### src/rtv_pkg.sv
package rtv_pkg;

   // Register byte offsets on the bus
   localparam logic [11:0] RTV_OFF_CTRL   = 12'h000;
   localparam logic [11:0] RTV_OFF_TIME   = 12'h004;
   localparam logic [11:0] RTV_OFF_ALARM  = 12'h008;
   localparam logic [11:0] RTV_OFF_STATUS = 12'h00C;

   // Control register field positions
   localparam int RTV_CTRL_WREN_POS = 0;
   localparam int RTV_CTRL_APTR_POS = 8;
   localparam int RTV_CTRL_TPTR_POS = 16;

   // Status register field positions
   localparam int RTV_STAT_VALID_POS = 0;
   localparam int RTV_STAT_MATCH_POS = 8;

   // Window pointer codes
   localparam logic [1:0] RTV_PTR_MINSEC = 2'h0;
   localparam logic [1:0] RTV_PTR_WDHR   = 2'h1;
   localparam logic [1:0] RTV_PTR_MTHDAY = 2'h2;

   // Value field positions
   localparam int RTV_MIN_TEN_POS = 12;
   localparam int RTV_MIN_ONE_POS = 8;
   localparam int RTV_SEC_TEN_POS = 4;
   localparam int RTV_SEC_ONE_POS = 0;
   localparam int RTV_MTH_TEN_POS = 12;
   localparam int RTV_MTH_ONE_POS = 8;
   localparam int RTV_DAY_TEN_POS = 4;
   localparam int RTV_DAY_ONE_POS = 0;
   localparam int RTV_WEEKDAY_DIGIT_POS    = 8;
   localparam int RTV_HR_TEN_POS  = 4;
   localparam int RTV_HR_ONE_POS  = 0;

   // Implemented bits of each value register
   localparam logic [15:0] RTV_MASK_MINSEC = 16'h7F7F;
   localparam logic [15:0] RTV_MASK_MTHDAY = 16'h1F3F;
   localparam logic [15:0] RTV_MASK_WDHR   = 16'h073F;

   // Reset values
   localparam logic [15:0] RTV_VALUE_RST = 16'h0000;
   localparam logic [1:0]  RTV_PTR_RST   = 2'h0;
   localparam logic        RTV_WREN_RST  = 1'b0;
   localparam logic [31:0] RTV_RDATA_RST = 32'h0000_0000;

endpackage

### src/rtv_req_if.sv
`timescale 1ns/1ns
interface rtv_req_if;
   logic        req_wr;
   logic        req_rd;
   logic [11:0] addr;
   logic [31:0] wdata;
   logic [31:0] rdata;

   modport front (output req_wr, output req_rd, output addr, output wdata, input rdata);
   modport core  (input req_wr, input req_rd, input addr, input wdata, output rdata);
endinterface

### src/rtv_ahb_front.sv
`timescale 1ns/1ns
module rtv_ahb_front
   import rtv_pkg::*;
(
   // Clock and reset
   input  wire logic        hclk,
   input  wire logic        hresetn,
   // AHB-Lite slave side
   input  wire logic        hsel,
   input  wire logic [31:0] haddr,
   input  wire logic [1:0]  htrans,
   input  wire logic        hwrite,
   input  wire logic        hready,
   input  wire logic [31:0] hwdata,
   output logic [31:0]      hrdata,
   output logic             hreadyout,
   // Request carrier to the core
   rtv_req_if.front         req
);

   typedef enum logic [1:0] {RTV_IDLE, RTV_DATA, RTV_RESP} rtv_fsm_t;

   typedef struct packed {
      rtv_fsm_t    fsm;
      logic        wr;
      logic [11:0] addr;
      logic [31:0] rdata;
      logic        ready;
   } rtv_front_t;

   rtv_front_t st_reg;
   rtv_front_t st_next;

   // One wait state so read data leave from a flop
   always_comb begin
      st_next = st_reg;
      req.req_wr = 1'b0;
      req.req_rd = 1'b0;
      req.addr   = st_reg.addr;
      req.wdata  = hwdata;
      unique case (st_reg.fsm)
         RTV_IDLE: begin
            if (hsel && hready && htrans[1]) begin
               st_next.fsm   = RTV_DATA;
               st_next.wr    = hwrite;
               st_next.addr  = haddr[11:0];
               st_next.ready = 1'b0;
            end
         end
         RTV_DATA: begin
            req.req_wr    = st_reg.wr;
            req.req_rd    = !st_reg.wr;
            st_next.rdata = st_reg.wr ? RTV_RDATA_RST : req.rdata;
            st_next.ready = 1'b1;
            st_next.fsm   = RTV_RESP;
         end
         RTV_RESP: begin
            st_next.fsm = RTV_IDLE;
            if (hsel && htrans[1]) begin
               st_next.fsm   = RTV_DATA;
               st_next.wr    = hwrite;
               st_next.addr  = haddr[11:0];
               st_next.ready = 1'b0;
            end
         end
      endcase
   end

   always_ff @(posedge hclk or negedge hresetn) begin
      if (!hresetn) begin
         st_reg <= '{fsm: RTV_IDLE, wr: 1'b0, addr: 12'h000,
                     rdata: RTV_RDATA_RST, ready: 1'b1};
      end else begin
         st_reg <= st_next;
      end
   end

   assign hrdata    = st_reg.rdata;
   assign hreadyout = st_reg.ready;

endmodule

### src/rtv_value_reg.sv
`timescale 1ns/1ns
module rtv_value_reg
   import rtv_pkg::*;
#(
   parameter logic [15:0] MASK = RTV_MASK_MINSEC
)(
   // Clock and reset
   input  wire logic        hclk,
   input  wire logic        hresetn,
   // Software write
   input  wire logic        sw_wr,
   input  wire logic [15:0] sw_data,
   // Hardware update from the counters
   input  wire logic        hw_wr,
   input  wire logic [15:0] hw_data,
   // Stored value
   output logic [15:0]      value
);

   typedef struct packed {
      logic [15:0] value;
   } rtv_val_t;

   rtv_val_t st_reg;
   rtv_val_t st_next;

   // Software write beats a counter update in the same cycle
   always_comb begin
      st_next = st_reg;
      if (sw_wr) begin
         st_next.value = sw_data & MASK;
      end else if (hw_wr) begin
         st_next.value = hw_data & MASK;
      end
   end

   // Zero only as a convenience; software may not rely on it
   always_ff @(posedge hclk or negedge hresetn) begin
      if (!hresetn) begin
         st_reg <= '{value: RTV_VALUE_RST};
      end else begin
         st_reg <= st_next;
      end
   end

   assign value = st_reg.value;

endmodule

### src/rtv_window_top.sv
// Notes on behaviour
// Time pointer 00 shows minutes at 14-8
// Seconds digits at bits 6-4 and 3-0
// Alarm month tens bit 12, ones 11-8
// Alarm day tens 5-4, ones 3-0
// Alarm weekday digit at bits 10-8
// Alarm hour tens 5-4, ones 3-0
// Alarm date/weekday writes need write enable
// Alarm pointer selects register behind window
// Alarm minutes/seconds match time layout
// Unimplemented bits read zero, store nothing
// Value fields have no defined reset contents
// Upper byte access decrements alarm pointer; code steps on every access at offset 008 whatever hsize, stopping at 00
// Software writes only valid BCD digits
`timescale 1ns/1ns
module rtv_window_top
   import rtv_pkg::*;
(
   // Clock and reset
   input  wire logic        hclk,
   input  wire logic        hresetn,
   // AHB-Lite slave
   input  wire logic        hsel,
   input  wire logic [31:0] haddr,
   input  wire logic [1:0]  htrans,
   input  wire logic        hwrite,
   input  wire logic [2:0]  hsize,
   input  wire logic [31:0] hwdata,
   input  wire logic        hready,
   output logic [31:0]      hrdata,
   output logic             hreadyout,
   output logic             hresp,
   // Counter update of current minutes and seconds
   input  wire logic        time_update,
   input  wire logic [15:0] time_update_value,
   // Pointers and enable to the rest of the unit
   output logic [1:0]       time_window_pointer,
   output logic [1:0]       alarm_window_pointer,
   output logic             clock_write_enable,
   // Stored values to the compare and mask logic
   output logic [15:0]      time_minsec,
   output logic [15:0]      alarm_month_day,
   output logic [15:0]      alarm_weekday_hours,
   output logic [15:0]      alarm_minsec,
   output logic             alarm_minsec_match
);

   typedef struct packed {
      logic       wren;
      logic [1:0] aptr;
      logic [1:0] tptr;
      logic       match;
      logic       resp;
   } rtv_core_t;

   rtv_core_t st_reg;
   rtv_core_t st_next;

   rtv_req_if req ();

   logic        wr_ctrl;
   logic        wr_time;
   logic        acc_alarm;
   logic        wr_alarm;
   logic        wr_a_minsec;
   logic        wr_a_wdhr;
   logic        wr_a_mthday;
   logic [15:0] alarm_view;
   logic [15:0] time_view;
   logic [3:0]  valid_flags;
   logic [31:0] ctrl_view;
   logic [31:0] status_view;

   // Bus front end
   rtv_ahb_front u_front (
      .hclk      (hclk),
      .hresetn   (hresetn),
      .hsel      (hsel),
      .haddr     (haddr),
      .htrans    (htrans),
      .hwrite    (hwrite),
      .hready    (hready),
      .hwdata    (hwdata),
      .hrdata    (hrdata),
      .hreadyout (hreadyout),
      .req       (req.front)
   );

   // Decode of the request from the front end
   assign wr_ctrl   = req.req_wr && (req.addr == RTV_OFF_CTRL);
   assign wr_time   = req.req_wr && (req.addr == RTV_OFF_TIME)
                      && (st_reg.tptr == RTV_PTR_MINSEC);
   assign acc_alarm = (req.req_wr || req.req_rd) && (req.addr == RTV_OFF_ALARM);
   assign wr_alarm  = req.req_wr && (req.addr == RTV_OFF_ALARM);

   // Writes land only in the register the pointer names
   assign wr_a_minsec = wr_alarm && (st_reg.aptr == RTV_PTR_MINSEC);
   assign wr_a_wdhr   = wr_alarm && (st_reg.aptr == RTV_PTR_WDHR)
                        && st_reg.wren;
   assign wr_a_mthday = wr_alarm && (st_reg.aptr == RTV_PTR_MTHDAY)
                        && st_reg.wren;

   // Current minutes and seconds
   rtv_value_reg #(.MASK(RTV_MASK_MINSEC)) u_time_minsec (
      .hclk    (hclk),
      .hresetn (hresetn),
      .sw_wr   (wr_time),
      .sw_data (req.wdata[15:0]),
      .hw_wr   (time_update),
      .hw_data (time_update_value),
      .value   (time_minsec)
   );

   // Alarm minutes and seconds, same layout as the time
   rtv_value_reg #(.MASK(RTV_MASK_MINSEC)) u_alarm_minsec (
      .hclk    (hclk),
      .hresetn (hresetn),
      .sw_wr   (wr_a_minsec),
      .sw_data (req.wdata[15:0]),
      .hw_wr   (1'b0),
      .hw_data (RTV_VALUE_RST),
      .value   (alarm_minsec)
   );

   // Alarm weekday and hours
   rtv_value_reg #(.MASK(RTV_MASK_WDHR)) u_alarm_wdhr (
      .hclk    (hclk),
      .hresetn (hresetn),
      .sw_wr   (wr_a_wdhr),
      .sw_data (req.wdata[15:0]),
      .hw_wr   (1'b0),
      .hw_data (RTV_VALUE_RST),
      .value   (alarm_weekday_hours)
   );

   // Alarm month and day
   rtv_value_reg #(.MASK(RTV_MASK_MTHDAY)) u_alarm_mthday (
      .hclk    (hclk),
      .hresetn (hresetn),
      .sw_wr   (wr_a_mthday),
      .sw_data (req.wdata[15:0]),
      .hw_wr   (1'b0),
      .hw_data (RTV_VALUE_RST),
      .value   (alarm_month_day)
   );

   // BCD digit check: flags only, values are never corrected
   function automatic logic digit_ok(input logic [3:0] d, input logic [3:0] max);
      digit_ok = (d <= max);
   endfunction

   always_comb begin
      valid_flags[0] =
         digit_ok({1'b0, time_minsec[RTV_MIN_TEN_POS +: 3]}, 4'h5) &&
         digit_ok(time_minsec[RTV_MIN_ONE_POS +: 4], 4'h9) &&
         digit_ok({1'b0, time_minsec[RTV_SEC_TEN_POS +: 3]}, 4'h5) &&
         digit_ok(time_minsec[RTV_SEC_ONE_POS +: 4], 4'h9);
      valid_flags[1] =
         digit_ok({1'b0, alarm_minsec[RTV_MIN_TEN_POS +: 3]}, 4'h5) &&
         digit_ok(alarm_minsec[RTV_MIN_ONE_POS +: 4], 4'h9) &&
         digit_ok({1'b0, alarm_minsec[RTV_SEC_TEN_POS +: 3]}, 4'h5) &&
         digit_ok(alarm_minsec[RTV_SEC_ONE_POS +: 4], 4'h9);
      valid_flags[2] =
         digit_ok({1'b0, alarm_weekday_hours[RTV_WEEKDAY_DIGIT_POS +: 3]}, 4'h6) &&
         digit_ok({2'b00, alarm_weekday_hours[RTV_HR_TEN_POS +: 2]}, 4'h2) &&
         digit_ok(alarm_weekday_hours[RTV_HR_ONE_POS +: 4], 4'h9);
      valid_flags[3] =
         digit_ok(alarm_month_day[RTV_MTH_ONE_POS +: 4], 4'h9) &&
         digit_ok({2'b00, alarm_month_day[RTV_DAY_TEN_POS +: 2]}, 4'h3) &&
         digit_ok(alarm_month_day[RTV_DAY_ONE_POS +: 4], 4'h9) &&
         (alarm_month_day[RTV_MTH_TEN_POS] == 1'b0 ||
          alarm_month_day[RTV_MTH_ONE_POS +: 4] <= 4'h2);
   end

   // Read views of the windows
   always_comb begin
      alarm_view = 16'h0000;
      unique case (st_reg.aptr)
         RTV_PTR_MINSEC: alarm_view = alarm_minsec;
         RTV_PTR_WDHR:   alarm_view = alarm_weekday_hours;
         RTV_PTR_MTHDAY: alarm_view = alarm_month_day;
         default:        alarm_view = 16'h0000;
      endcase
      // Other time pointer values belong to registers outside this block
      time_view = (st_reg.tptr == RTV_PTR_MINSEC) ? time_minsec : 16'h0000;
      ctrl_view = 32'h0000_0000;
      ctrl_view[RTV_CTRL_WREN_POS]      = st_reg.wren;
      ctrl_view[RTV_CTRL_APTR_POS +: 2] = st_reg.aptr;
      ctrl_view[RTV_CTRL_TPTR_POS +: 2] = st_reg.tptr;
      status_view = 32'h0000_0000;
      status_view[RTV_STAT_VALID_POS +: 4] = valid_flags;
      status_view[RTV_STAT_MATCH_POS]      = st_reg.match;
   end

   // Read data back to the front end; unmapped reads give zero
   always_comb begin
      unique case (req.addr)
         RTV_OFF_CTRL:   req.rdata = ctrl_view;
         RTV_OFF_TIME:   req.rdata = {16'h0000, time_view};
         RTV_OFF_ALARM:  req.rdata = {16'h0000, alarm_view};
         RTV_OFF_STATUS: req.rdata = status_view;
         default:        req.rdata = 32'h0000_0000;
      endcase
   end

   // Control state, pointer stepping and compare
   always_comb begin
      st_next = st_reg;
      if (wr_ctrl) begin
         st_next.wren = req.wdata[RTV_CTRL_WREN_POS];
         st_next.aptr = req.wdata[RTV_CTRL_APTR_POS +: 2];
         st_next.tptr = req.wdata[RTV_CTRL_TPTR_POS +: 2];
      end
      // hsize is not decoded; any access at the alarm offset counts as an upper byte access
      if (acc_alarm && st_reg.aptr != RTV_PTR_MINSEC) begin
         st_next.aptr = st_reg.aptr - 2'h1;
      end
      // Compare of stored minutes and seconds for the mask logic
      st_next.match = (time_minsec == alarm_minsec);
      st_next.resp  = 1'b0;
   end

   always_ff @(posedge hclk or negedge hresetn) begin
      if (!hresetn) begin
         st_reg <= '{wren: RTV_WREN_RST, aptr: RTV_PTR_RST, tptr: RTV_PTR_RST,
                     match: 1'b0, resp: 1'b0};
      end else begin
         st_reg <= st_next;
      end
   end

   assign hresp                = st_reg.resp;
   assign time_window_pointer  = st_reg.tptr;
   assign alarm_window_pointer = st_reg.aptr;
   assign clock_write_enable   = st_reg.wren;
   assign alarm_minsec_match   = st_reg.match;

endmodule

### config.mk
export PLATFORM = sky130hd
export DESIGN_NAME = rtv_window_top
export DESIGN_NICKNAME = d
export VERILOG_FILES = /design/src/rtv_pkg.sv /design/src/rtv_req_if.sv /design/src/rtv_ahb_front.sv /design/src/rtv_value_reg.sv /design/src/rtv_window_top.sv
export SDC_FILE = /design/constraint.sdc
export NUM_CORES = 1
export LEC_CHECK = 0
export ABC_CLOCK_PERIOD_IN_PS = 3200
export BUFFER_PORTS_ARGS = -buffer_cell sky130_fd_sc_hd__clkbuf_2
export CORE_MARGIN = 1.5
export CORE_UTILIZATION = 35
export DETAILED_ROUTE_END_ITERATION = 8
export SYNTH_ARGS = -nofsm -noshare
export SYNTH_HDL_FRONTEND = slang
export SYNTH_SLANG_ARGS = --single-unit
### constraint.sdc
create_clock -name hclk -period 3.2 [get_ports hclk]
set_input_delay 0.32 -clock hclk [delete_from_list [all_inputs] [get_ports hclk]]
set_output_delay 0.32 -clock hclk [all_outputs]
set_load 0.005 [all_outputs]
---- Word-level counts from Yosys, hierarchy flattened ----
Cells that the tools add are included.
Widths: inputs -> output; s select.
operators by class
  bitwise operators ....................... 1
  reductions and logical operators ........ 37
  muxes and demuxes ....................... 17
  order comparisons ....................... 14
  eq/ne operators ......................... 10
  $add $sub $neg .......................... 1
operators with widths
  cell                 number
  $pmux 18 s4          1
  $mux 16              3
  $pmux 15 s3          1
  $le 4x4->1 const B   7
  $pmux 13 s2          1
  $eq 12x4->1 const B  2
  $logic_and 1x1->1    24
  $mux 18              1
  $eq 16x15->1         1
  $le 3x3->1 const B   5
  $mux 15              1
  $mux 14              1
  $eq 12x3->1 const B  1
  $logic_not 12->1     1
  $reduce_bool 2->1    4
  $logic_not 2->1      3
  $pmux 2 s3           1
  $eq 2x1->1 const B   2
  $eq 2x2->1 const B   2
  $le 4x2->1 const B   1
  $mux 1               4
  $mux 4               1
  $ne 2x1->1 const B   2
  $pmux 1 s3           1
  other kinds (8)      9
storage, ports and cells
  output and inout port bits .............. 104
  bits in registers ....................... 104
  input bits .............................. 91
  logic and storage cells ................. 93

---- Longest topological paths before layout ----
Gate-level depths: netlist of the first run.
  word-level depth ........................ 6
  mapped depth ............................ 8
  depth with buffers taken out ............ 7

---- Modules after synthesis ----
Synthesis of the first run repeated with hierarchy kept, for this count alone.
unflattened totals
  cell total of the unflattened synthesis .. 642
  area, all modules ....................... 6079.6 um^2
by module, submodules not included
  module                               times used  cells each  area an instance (um^2)  seq. area each (um^2)
  rtv_ahb_front                        1           259         2521.2                   1202.4
  rtv_value_reg at u_alarm_minsec ...  2           64          678.2                    350.3
  rtv_window_top                       1           155         1169.9                   150.1
  rtv_value_reg at u_alarm_mthday      1           53          544.3                    275.3
  rtv_value_reg at u_alarm_wdhr        1           47          488.0                    225.2

---- Least setup slack after synthesis of the first run ----
No wires, ideal clock.
  path type ............................... register to register
  from .................................... register u_front.st_reg, in the netlist u_front.req.addr[7]
  to ...................................... register u_alarm_mthday.st_reg, in the netlist u_alarm_mthday.value[10]
  arrival time ............................ 1.749 ns
  stages on the path, launching flop included .. 7
  setup time .............................. 0.128 ns
  required time ........................... 3.072 ns
  slack ................................... 1.324 ns
  cell sequence ........................... dfrtp_1 -> nor4_4 -> nand3_4 -> nor3_4 -> nand3_1 -> buf_2 -> mux2_1
between the ends
  longest elaborated chain between the ends .. 4
ends and longest elaborated chain
  item                      line                   RTL
  start: declaration        rtv_ahb_front.sv:31    rtv_front_t st_reg;
  start signal: assignment  rtv_ahb_front.sv:71    st_reg <= '{fsm: RTV_IDLE, wr: 1'b0, addr: 12'h000,
  start signal: assignment  rtv_ahb_front.sv:74    st_reg <= st_next;
  $eq 12x4->1               rtv_window_top.sv:94   assign wr_alarm = req.req_wr && (req.addr == RTV_OFF_ALARM);
  $logic_and 1x1->1         rtv_window_top.sv:94
  $logic_and 1x1->1         rtv_window_top.sv:100  assign wr_a_mthday = wr_alarm && (st_reg.aptr == RTV_PTR_MTHDAY)
  $logic_and 1x1->1         rtv_window_top.sv:101  && st_reg.wren;
  end signal: assignment    rtv_value_reg.sv:40    st_reg <= '{value: RTV_VALUE_RST};
  end signal: assignment    rtv_value_reg.sv:42    st_reg <= st_next;
  end: declaration          rtv_value_reg.sv:24    rtv_val_t st_reg;
Every way passes these cells.
A chain may end at the register's enable or synchronous reset.

---- Final worst setup path of the first run ----
  from .................................... register u_front.st_reg, in the netlist u_front.req.addr[7]
  to ...................................... register u_alarm_mthday.st_reg, in the netlist u_alarm_mthday.value[3]
The elaborated chain is that of the path after synthesis.

==> impl_metrics.json, run 1 <==
{
  "vias": 3332,
  "grt_overflow_total": 0,
  "synth-edff-count": 0,
  "route.antenna.remaining_nets": 0,
  "antenna_found_initial": 0,
  "die-height_um": 116,
  "fmaxAchievable_mhz": 406,
  "grt_pass1_wl_mm": 18.2,
  "synth_area_leaders": "dfrtp_1, buf_4, mux2_2",
  "pin_count": 195,
  "yosysUniqueCellTypes": 50,
  "port_buffers": 119,
  "gp_congestion": 0.845,
  "syn_area_per_cell_um2": 11.4,
  "rows": 41,
  "grt_pass1_vias": 3148,
  "dp_slack_ns": 0.722,
  "die-width_um": 116,
  "rsz0062_at_grt": "false",
  "crit_required_ns": 3.42,
  "cts_buffers": 9,
  "synth_ff_type": "dfrtp_1",
  "crit_fanout": 11,
  "largest_reg_flops": 16,
  "initial_core_util_pct": 35.7,
  "root_buffer": "clkbuf_16",
  "crit_type": "flop to flop",
  "die_area_um2": 13400,
  "clock_skew_ns": 0.00799,
  "power_density_nw_per_um2": 534,
  "outcome": "completed",
  "cts_resized": 0,
  "synth_top_area_cell": "dfrtp_1",
  "cts_sinks": 86,
  "syn2layout_area_growth_pct": 18.4,
  "tightest_slew_ns": 1.11,
  "clockBufferDepth": 2,
  "worstPathArrival_ns": 2.68,
  "drv_slew": 0,
  "min_period_ns": 2.46,
  "cts_tree": "yes",
  "reg2reg_depth": 5,
  "clk_pin_slew_ns": 0.06,
  "seq_area_frac_synth_pct": 48.2,
  "critPathBufInv": 0,
  "synth_common_cells": "dfrtp_1, buf_4, mux2_2",
  "place_hpwl_mm": 8.60,
  "max-slew-margin-rel_pct": 26.3,
  "power.total_mw": 2.82,
  "synth_top_area_share_pct": 47.6,
  "htreeDepth": 3,
  "synthCells": 393,
  "start_kind": "flop",
  "yosysWarningCount": 0,
  "cellLeakagePower_nw": 2.49,
  "track_usage_pct": 18.1,
  "grt_max_degree": 87,
  "finalSetupViolCount": 0,
  "drt-initial-drc-count": 300,
  "crit_path_end_kind": "flop",
  "synthMostInstantiatedCell": "dfrtp_1",
  "n_antenna_cell": 0,
  "ir_worst_vdd_v": 0.000202,
  "dr.pass1.iters": 6,
  "maxCapViolCount": 0,
  "worst_slack_ns": 0.738,
  "drive_above_1_share_pct": 35.4,
  "vias_per_cell": 4.98,
  "postCtsSetupRepairBufs": 0,
  "cp_top_family": "simple AND/OR/NAND/NOR gates",
  "synth-async-reset-ratio_pct": 100,
  "coreArea_um2": 12500,
  "finalCritPeriodShare_pct": 76.9,
  "worst_hold_path_type": "primary input to async pin",
  "finalSetupTns_ns": 0,
  "hold_buffers": 0,
  "drc": 0,
  "layout.nets": 587,
  "clk_latency_ns": 0.34,
  "final_util_pct": 42.2,
  "path_cells": "nor4_4 -> nand3_4 -> nor3_4 -> nand3_1 -> mux2_1",
  "synth.cell_area_um2": 4470,
  "wire_per_inst_um": 17.3,
  "slowest_stage": "nand3_1",
  "drt_wl_total_mm": 11.6,
  "synth_seq_cells": 86,
  "hold_violations": 0,
  "slowest_delay_ns": 0.53,
  "cp_num_cells": 5
}
## cell type report
type	instances	area, µm²
Timing Repair Buffer	120	606
Inverter	4	15.0
Clock inverter	6	70.1
Multi-Input combinational cell	271	1990
Fill cell	1241	7230
Tap cell	172	215
Sequential cell	86	2150
Clock buffer	10	239
## power by group
part	leakage, nW	internal (mW)	switching (mW)
Sequential	1.05	1.20	0.146
Combinational	1.29	0.202	0.210
Clock	0.153	0.631	0.439
## cells in the final DEF, fill, tap and decap left out, types with 5 or more instances in the layout
| master | n |
|---|---|
| clkbuf_2 | 118 |
| dfrtp_1 | 85 |
| conb_1 | 33 |
| mux2_2 | 30 |
| nor2_1 | 26 |
| nand2_1 | 20 |
| mux2_1 | 20 |
| o21ai_0 | 18 |
| a21oi_1 | 17 |
| mux2i_1 | 16 |
| xnor2_1 | 10 |
| a222oi_1 | 9 |
| clkbuf_16 | 9 |
| nand3_1 | 7 |
| a22o_1 | 5 |
| a22oi_1 | 5 |
| a2bb2oi_1 | 5 |
## routing by layer
| metal | track usage (%) | wire length, µm |
|---|---|---|
| met5 | 0 | 0 |
| met4 | 6.67 | 198 |
| met3 | 3.66 | 768 |
| met2 | 28.1 | 5440 |
| met1 | 25.1 | 5180 |
## logic make-up (layout without fill, tap and decap cells)
family,Yosys count,count (layout),synth area share (%)
DFF,86,86,48.2
and+or+nand+nor,81,81,10.4
AOI/OAI and AO/OA,73,73,11.3
buffers and inverters,68,140,9.97
muxes,66,66,16.2
xor gates and xnor gates,14,14,2.75
adders and majority gates,4,4,1.12
other,1,33,0.0840
## stage by stage
stage	hold slack, ns	instances	cell area [µm²]
global placement	0.455	653	4980
floorplan	0.0244	425	4590
detailed placement	0.475	653	4980
CTS	0.208	669	5290
finish	0.159	669	5290
global route	0.210	669	5290
## final timing paths
| kind | end | slack (ns) | from |
|---|---|---|---|
| max | u_alarm_mthday.value[3]$_DFFE_PN0P_ | 0.74 | u_front.req.addr[7]$_DFFE_PN0P_ |
| min | u_time_minsec.value[5]$_DFFE_PN0P_ | 0.16 | hresetn |
| max reg2reg | u_alarm_mthday.value[3]$_DFFE_PN0P_ | 0.74 | u_front.req.addr[7]$_DFFE_PN0P_ |
| min reg2reg | u_front.hrdata[10]$_DFFE_PN0P_ | 0.49 | u_front.hrdata[10]$_DFFE_PN0P_ |
| max in group asynchronous | u_front.req.addr[0]$_DFFE_PN0P_ | 2.30 | hresetn |
| min in group hclk | u_alarm_minsec.value[13]$_DFFE_PN0P_ | 0.21 | hwdata[13] |
(Power assumes the default switching activity.)
==> run 2, diff against run 1 <==
--- a/config.mk
+++ b/config.mk
@@ -5,7 +5,7 @@
 export SDC_FILE = /design/constraint.sdc
 export NUM_CORES = 1
 export LEC_CHECK = 0
-export ABC_CLOCK_PERIOD_IN_PS = 3200
+export ABC_CLOCK_PERIOD_IN_PS = 2400
 export BUFFER_PORTS_ARGS = -buffer_cell sky130_fd_sc_hd__clkbuf_2
 export CORE_MARGIN = 1.5
 export CORE_UTILIZATION = 35
==> constraint.sdc (replaced) <==
create_clock -name hclk -period 2.4 [get_ports hclk]
set_input_delay 0.24 -clock hclk [delete_from_list [all_inputs] [get_ports hclk]]
set_output_delay 0.24 -clock hclk [all_outputs]
set_load 0.005 [all_outputs]
==> run 2 against run 1 <==
  * Clock skew shrank 0.0018 ns
  * Sequential power grew 34%
  * Setup slack lost 0.52 ns
  * Count of clock-buffer cells in the layout is the same
  * Combinational power grew 36%
  * Via count grew 2.3%
  * Non-clock buffer count grew 8
  * Critical path type unchanged
  * Largest cell class unchanged
==> impl_metrics.json, run 2 (synthesis gave the netlist of run 1 again) <==
{
  "outcome": "completed",
  "dr.pass1.iters": 5,
  "port_buffers": 119,
  "finalSetupTns_ns": 0,
  "tightest_slew_ns": 0.672,
  "coreArea_um2": 12500,
  "cts_tree": "yes",
  "grt_pass1_vias": 3282,
  "track_usage_pct": 18.0,
  "multiInputGateArea_um2": 1990,
  "gp_congestion": 0.857,
  "syn2layout_area_growth_pct": 20.0,
  "crit_required_ns": 2.61,
  "layout.nets": 595,
  "crit_type": "flop to flop",
  "drt-initial-drc-count": 245,
  "vias_per_cell": 5.04,
  "clockBufferDepth": 2,
  "grt_max_degree": 45,
  "drt_wl_total_mm": 11.8,
  "wire_per_inst_um": 17.4,
  "route.antenna.remaining_nets": 0,
  "slowest_stage": "mux2_1",
  "drc": 0,
  "cellLeakagePower_nw": 2.53,
  "path_cells": "nor4_4 -> nand3_4 -> nor3_4 -> nand2_2 -> mux2_1",
  "dp_slack_ns": 0.223,
  "final_common_cell": "clkbuf_2",
  "cts_resized": 0,
  "finalCritPeriodShare_pct": 91.1,
  "grt_pass1_wl_mm": 18.3,
  "die-height_um": 116,
  "rows": 41,
  "place_hpwl_mm": 8.96,
  "clk_pin_slew_ns": 0.06,
  "fmaxAchievable_mhz": 458,
  "hold_buffers": 1,
  "cp_top_family": "simple AND/OR/NAND/NOR gates",
  "n_antenna_cell": 0,
  "pin_count": 195,
  "slowest_delay_ns": 0.43,
  "htreeDepth": 3,
  "rsz0062_at_grt": "false",
  "ir_worst_vdd_v": 0.000337,
  "antenna_found_initial": 0,
  "drive_above_1_share_pct": 36.2,
  "hold_violations": 0,
  "max-slew-margin-rel_pct": 54.8,
  "cts_sinks": 86,
  "worst_hold_path_type": "primary input to flop",
  "min_period_ns": 2.19,
  "clock_skew_ns": 0.00619,
  "die-width_um": 116,
  "postCtsSetupRepairBufs": 0,
  "worst_slack_ns": 0.214,
  "largest_reg_flops": 16,
  "initial_core_util_pct": 35.7,
  "power_density_nw_per_um2": 703,
  "final_util_pct": 42.8,
  "clk_latency_ns": 0.33,
  "n_fill_cell": 1199,
  "finalSetupViolCount": 0,
  "vias": 3409,
  "start_kind": "flop",
  "die_area_um2": 13400,
  "crit_fanout": 14,
  "worstPathArrival_ns": 2.40,
  "cts_buffers": 9,
  "drv_slew": 0,
  "crit_path_end_kind": "flop",
  "maxCapViolCount": 0,
  "final_cell_mix": "clkbuf_2, dfrtp_1, conb_1, mux2_2, nor2_1",
  "critPathBufInv": 0,
  "regArea_um2": 2150,
  "r2r_slack_ns": 0.21,
  "grt_overflow_total": 0,
  "root_buffer": "clkbuf_16"
}
run 2: cell count changes in the layout (fill, tap and decap cells not counted):
cell,change
buf_12,+1
buf_4,+6
dlygate4sd3_1,+1
run 2: cell type report:
| class | instances | area share, % |
|---|---|---|
| Clock inverter | 6 | 1.31 |
| Clock buffer | 10 | 4.46 |
| Inverter | 4 | 0.280 |
| Tap cell | 172 | 4.01 |
| Multi-Input combinational cell | 271 | 37.1 |
| Sequential cell | 86 | 40.2 |
| Timing Repair Buffer | 128 | 12.7 |
run 2: path summary, 6_finish.rpt:
| check | start | to | cells past startpoint |
|---|---|---|---|
| setup reg to reg | u_front.req.addr[7]$_DFFE_PN0P_ | u_alarm_minsec.value[14]$_DFFE_PN0P_ | 5 |
| max in group asynchronous | hresetn | u_alarm_minsec.value[5]$_DFFE_PN0P_ | 3 |
| hold / removal | haddr[11] | u_front.req.addr[11]$_DFFE_PN0P_ | 2 |
| setup / recovery | u_front.req.addr[7]$_DFFE_PN0P_ | u_alarm_minsec.value[14]$_DFFE_PN0P_ | 5 |
| hold reg to reg | u_front.hrdata[17]$_DFFE_PN0P_ | u_front.hrdata[17]$_DFFE_PN0P_ | 2 |
| min in group asynchronous | hresetn | u_front.hrdata[10]$_DFFE_PN0P_ | 2 |
run 2: layer usage:
layer	global-route usage, %	part of all wire (%)	vias to the layer above
met5	0	0	-
met4	6.67	2.0	0
met3	3.45	5.9	15
met2	28.3	47	145
met1	24.7	45	1687
li1	-	-	1562
run 2: through the flow:
stage | area (µm²) | hold slack [ns] | power, mW | instances
2_1_floorplan | 4590 | -0.0556 | 2.15 | 425
3_3_place_gp | 5040 | 0.261 | 2.36 | 660
3_5_place_dp | 5040 | 0.265 | 2.38 | 660
4_1_cts | 5360 | 0.131 | 3.80 | 677
5_1_grt | 5360 | 0.138 | 3.94 | 677
6_report | 5360 | 0.140 | 3.77 | 677
run 2: report_power, final:
part | internal, mW | switching, mW | total [mW]
Sequential | 1.59 | 0.200 | 1.79
Combinational | 0.276 | 0.284 | 0.560
Clock | 0.842 | 0.572 | 1.41
==> run 3, diff against run 2 <==
--- a/config.mk
+++ b/config.mk
@@ -10,6 +10,7 @@
 export CORE_MARGIN = 1.5
 export CORE_UTILIZATION = 35
 export DETAILED_ROUTE_END_ITERATION = 8
+export REMOVE_ABC_BUFFERS = 1
 export SYNTH_ARGS = -nofsm -noshare
 export SYNTH_HDL_FRONTEND = slang
 export SYNTH_SLANG_ARGS = --single-unit
==> run 3 against run 2 <==
  * Sequential share of layout area rose by 0.075 points
  * Maximum frequency shrank 0.42%
  * Worst hold slack lost 0.015 ns
  * Utilization shrank 0.080 points
  * Critical endpoint is now u_alarm_minsec.value[4]$_DFFE_PN0P_
==> impl_metrics.json, run 3 (synthesis gave the netlist of run 1 again) <==
{
  "final_common_cell": "clkbuf_2",
  "htreeDepth": 3,
  "grt_pass1_vias": 3328,
  "cts_sinks": 86,
  "clk_pin_slew_ns": 0.06,
  "n_antenna_cell": 0,
  "grt_pass1_wl_mm": 18.4,
  "drv_slew": 0,
  "crit_path_end_kind": "flop",
  "n_fill_cell": 1241,
  "outcome": "completed",
  "track_usage_pct": 18.5,
  "fin_area_um2": 5350,
  "cts_buffers": 9,
  "rows": 41,
  "dr.pass1.iters": 7,
  "grt_max_degree": 45,
  "place_area_um2": 5050,
  "gp_congestion": 0.842,
  "ir_worst_vdd_v": 0.000304,
  "die_area_um2": 13400,
  "start_kind": "flop",
  "die-height_um": 116,
  "fmaxAchievable_mhz": 456,
  "cellLeakagePower_nw": 2.52,
  "final_cell_mix": "clkbuf_2, dfrtp_1, conb_1, mux2_2, nor2_1",
  "hold_buffers": 1,
  "wire_per_inst_um": 17.8,
  "die-width_um": 116,
  "hold_violations": 0,
  "crit_type": "flop to flop",
  "vias_per_cell": 5.06,
  "route.antenna.remaining_nets": 0,
  "maxCapViolCount": 0,
  "crit_required_ns": 2.63,
  "largest_reg_flops": 16,
  "reg2reg_depth": 5,
  "startpoint": "u_front.req.addr[7]$_DFFE_PN0P_",
  "root_buffer": "clkbuf_16",
  "cts_tree": "yes",
  "r2r_end": "u_alarm_minsec.value[4]$_DFFE_PN0P_",
  "layout.nets": 596,
  "tightest_slew_ns": 0.622,
  "finalSetupTns_ns": 0,
  "crit_fanout": 14,
  "initial_core_util_pct": 35.7,
  "power_density_nw_per_um2": 702,
  "antenna_found_initial": 0,
  "clock_skew_ns": 0.00812,
  "drc": 0,
  "r2r_slack_ns": 0.20,
  "coreArea_um2": 12500,
  "finalCritPeriodShare_pct": 91.5,
  "max-slew-margin-rel_pct": 58.2,
  "vias": 3425,
  "worstPathArrival_ns": 2.42,
  "cts_resized": 0,
  "rsz0062_at_grt": "false",
  "syn2layout_area_growth_pct": 19.8,
  "reg2reg_from": "u_front.req.addr[7]$_DFFE_PN0P_",
  "whs_path_depth": 2,
  "drt-initial-drc-count": 234,
  "worst_hold_path_type": "primary input to flop",
  "clockBufferDepth": 2,
  "min_period_ns": 2.20,
  "drt_wl_total_mm": 12.0,
  "pin_count": 195,
  "drive_above_1_share_pct": 35.8,
  "grt_overflow_total": 0,
  "finalSetupViolCount": 0,
  "crit_end": "u_alarm_minsec.value[4]$_DFFE_PN0P_",
  "postCtsSetupRepairBufs": 0,
  "clk_latency_ns": 0.35,
  "port_buffers": 119,
  "place_hpwl_mm": 8.89
}
## run 3: cell types whose count changed in the layout (fill, tap and decap cells not counted), sizes merged
cell,delta
clkbuf,+2
inv,-1
clkinv,-4
clkinvlp,+2
buf,+1
## run 3: worst min path at each step
stage                   from                              end
finish              haddr[9]  u_front.req.addr[9]$_DFFE_PN0P_
global route        haddr[9]  u_front.req.addr[9]$_DFFE_PN0P_
CTS                 haddr[9]  u_front.req.addr[9]$_DFFE_PN0P_
detailed placement   hresetn    u_front.hrdata[1]$_DFFE_PN0P_
global placement     hresetn  u_front.req.addr[7]$_DFFE_PN0P_
floorplan            hresetn     alarm_minsec_match$_DFF_PN0_
## run 3: area by class of cell
cell class                 count  area (µm²)  area share (%)
sequential                    86        2150            40.2
multi-input combinational    271        1990            37.1
timing repair buffer         129         688            12.9
clock buffer                  12         246            4.61
tap                          172         215            4.02
inverter                       4        15.0           0.281
clock inverter                 3        45.0           0.842
## run 3: critical path, cell delays in order (launching register included)
cell and delay [ns]:
dfrtp_1 0.40, nor4_4 0.43, nand3_4 0.20, nor3_4 0.27
nand2_2 0.34, mux2_1 0.44
## run 3: where the power goes
group          internal (mW)  switching [mW]  total [mW]
registers               1.59           0.191        1.78
logic                  0.284           0.297       0.581
clock network          0.829           0.559        1.39
## run 3: metal layers
layer | vias to the layer above | global-route usage [%] | routed length [µm]
met1 | 1698 | 24.6 | 5340
met5 | - | 0 | 0
met3 | 20 | 3.92 | 750
met4 | 0 | 6.91 | 236
li1 | 1562 | - | -
met2 | 145 | 29.7 | 5700
## run 3: stage by stage
step	setup slack (ns)	hold WS [ns]	instances	util (%)	power [mW]
floorplan	0.188	-0.0556	361	-	2.09
global placement	0.225	0.270	661	40.3	2.37
detailed placement	0.175	0.278	661	40.3	2.39
CTS	0.174	0.118	677	42.7	3.78
global route	0.0676	0.120	677	42.7	3.92
finish	0.205	0.125	677	42.7	3.75
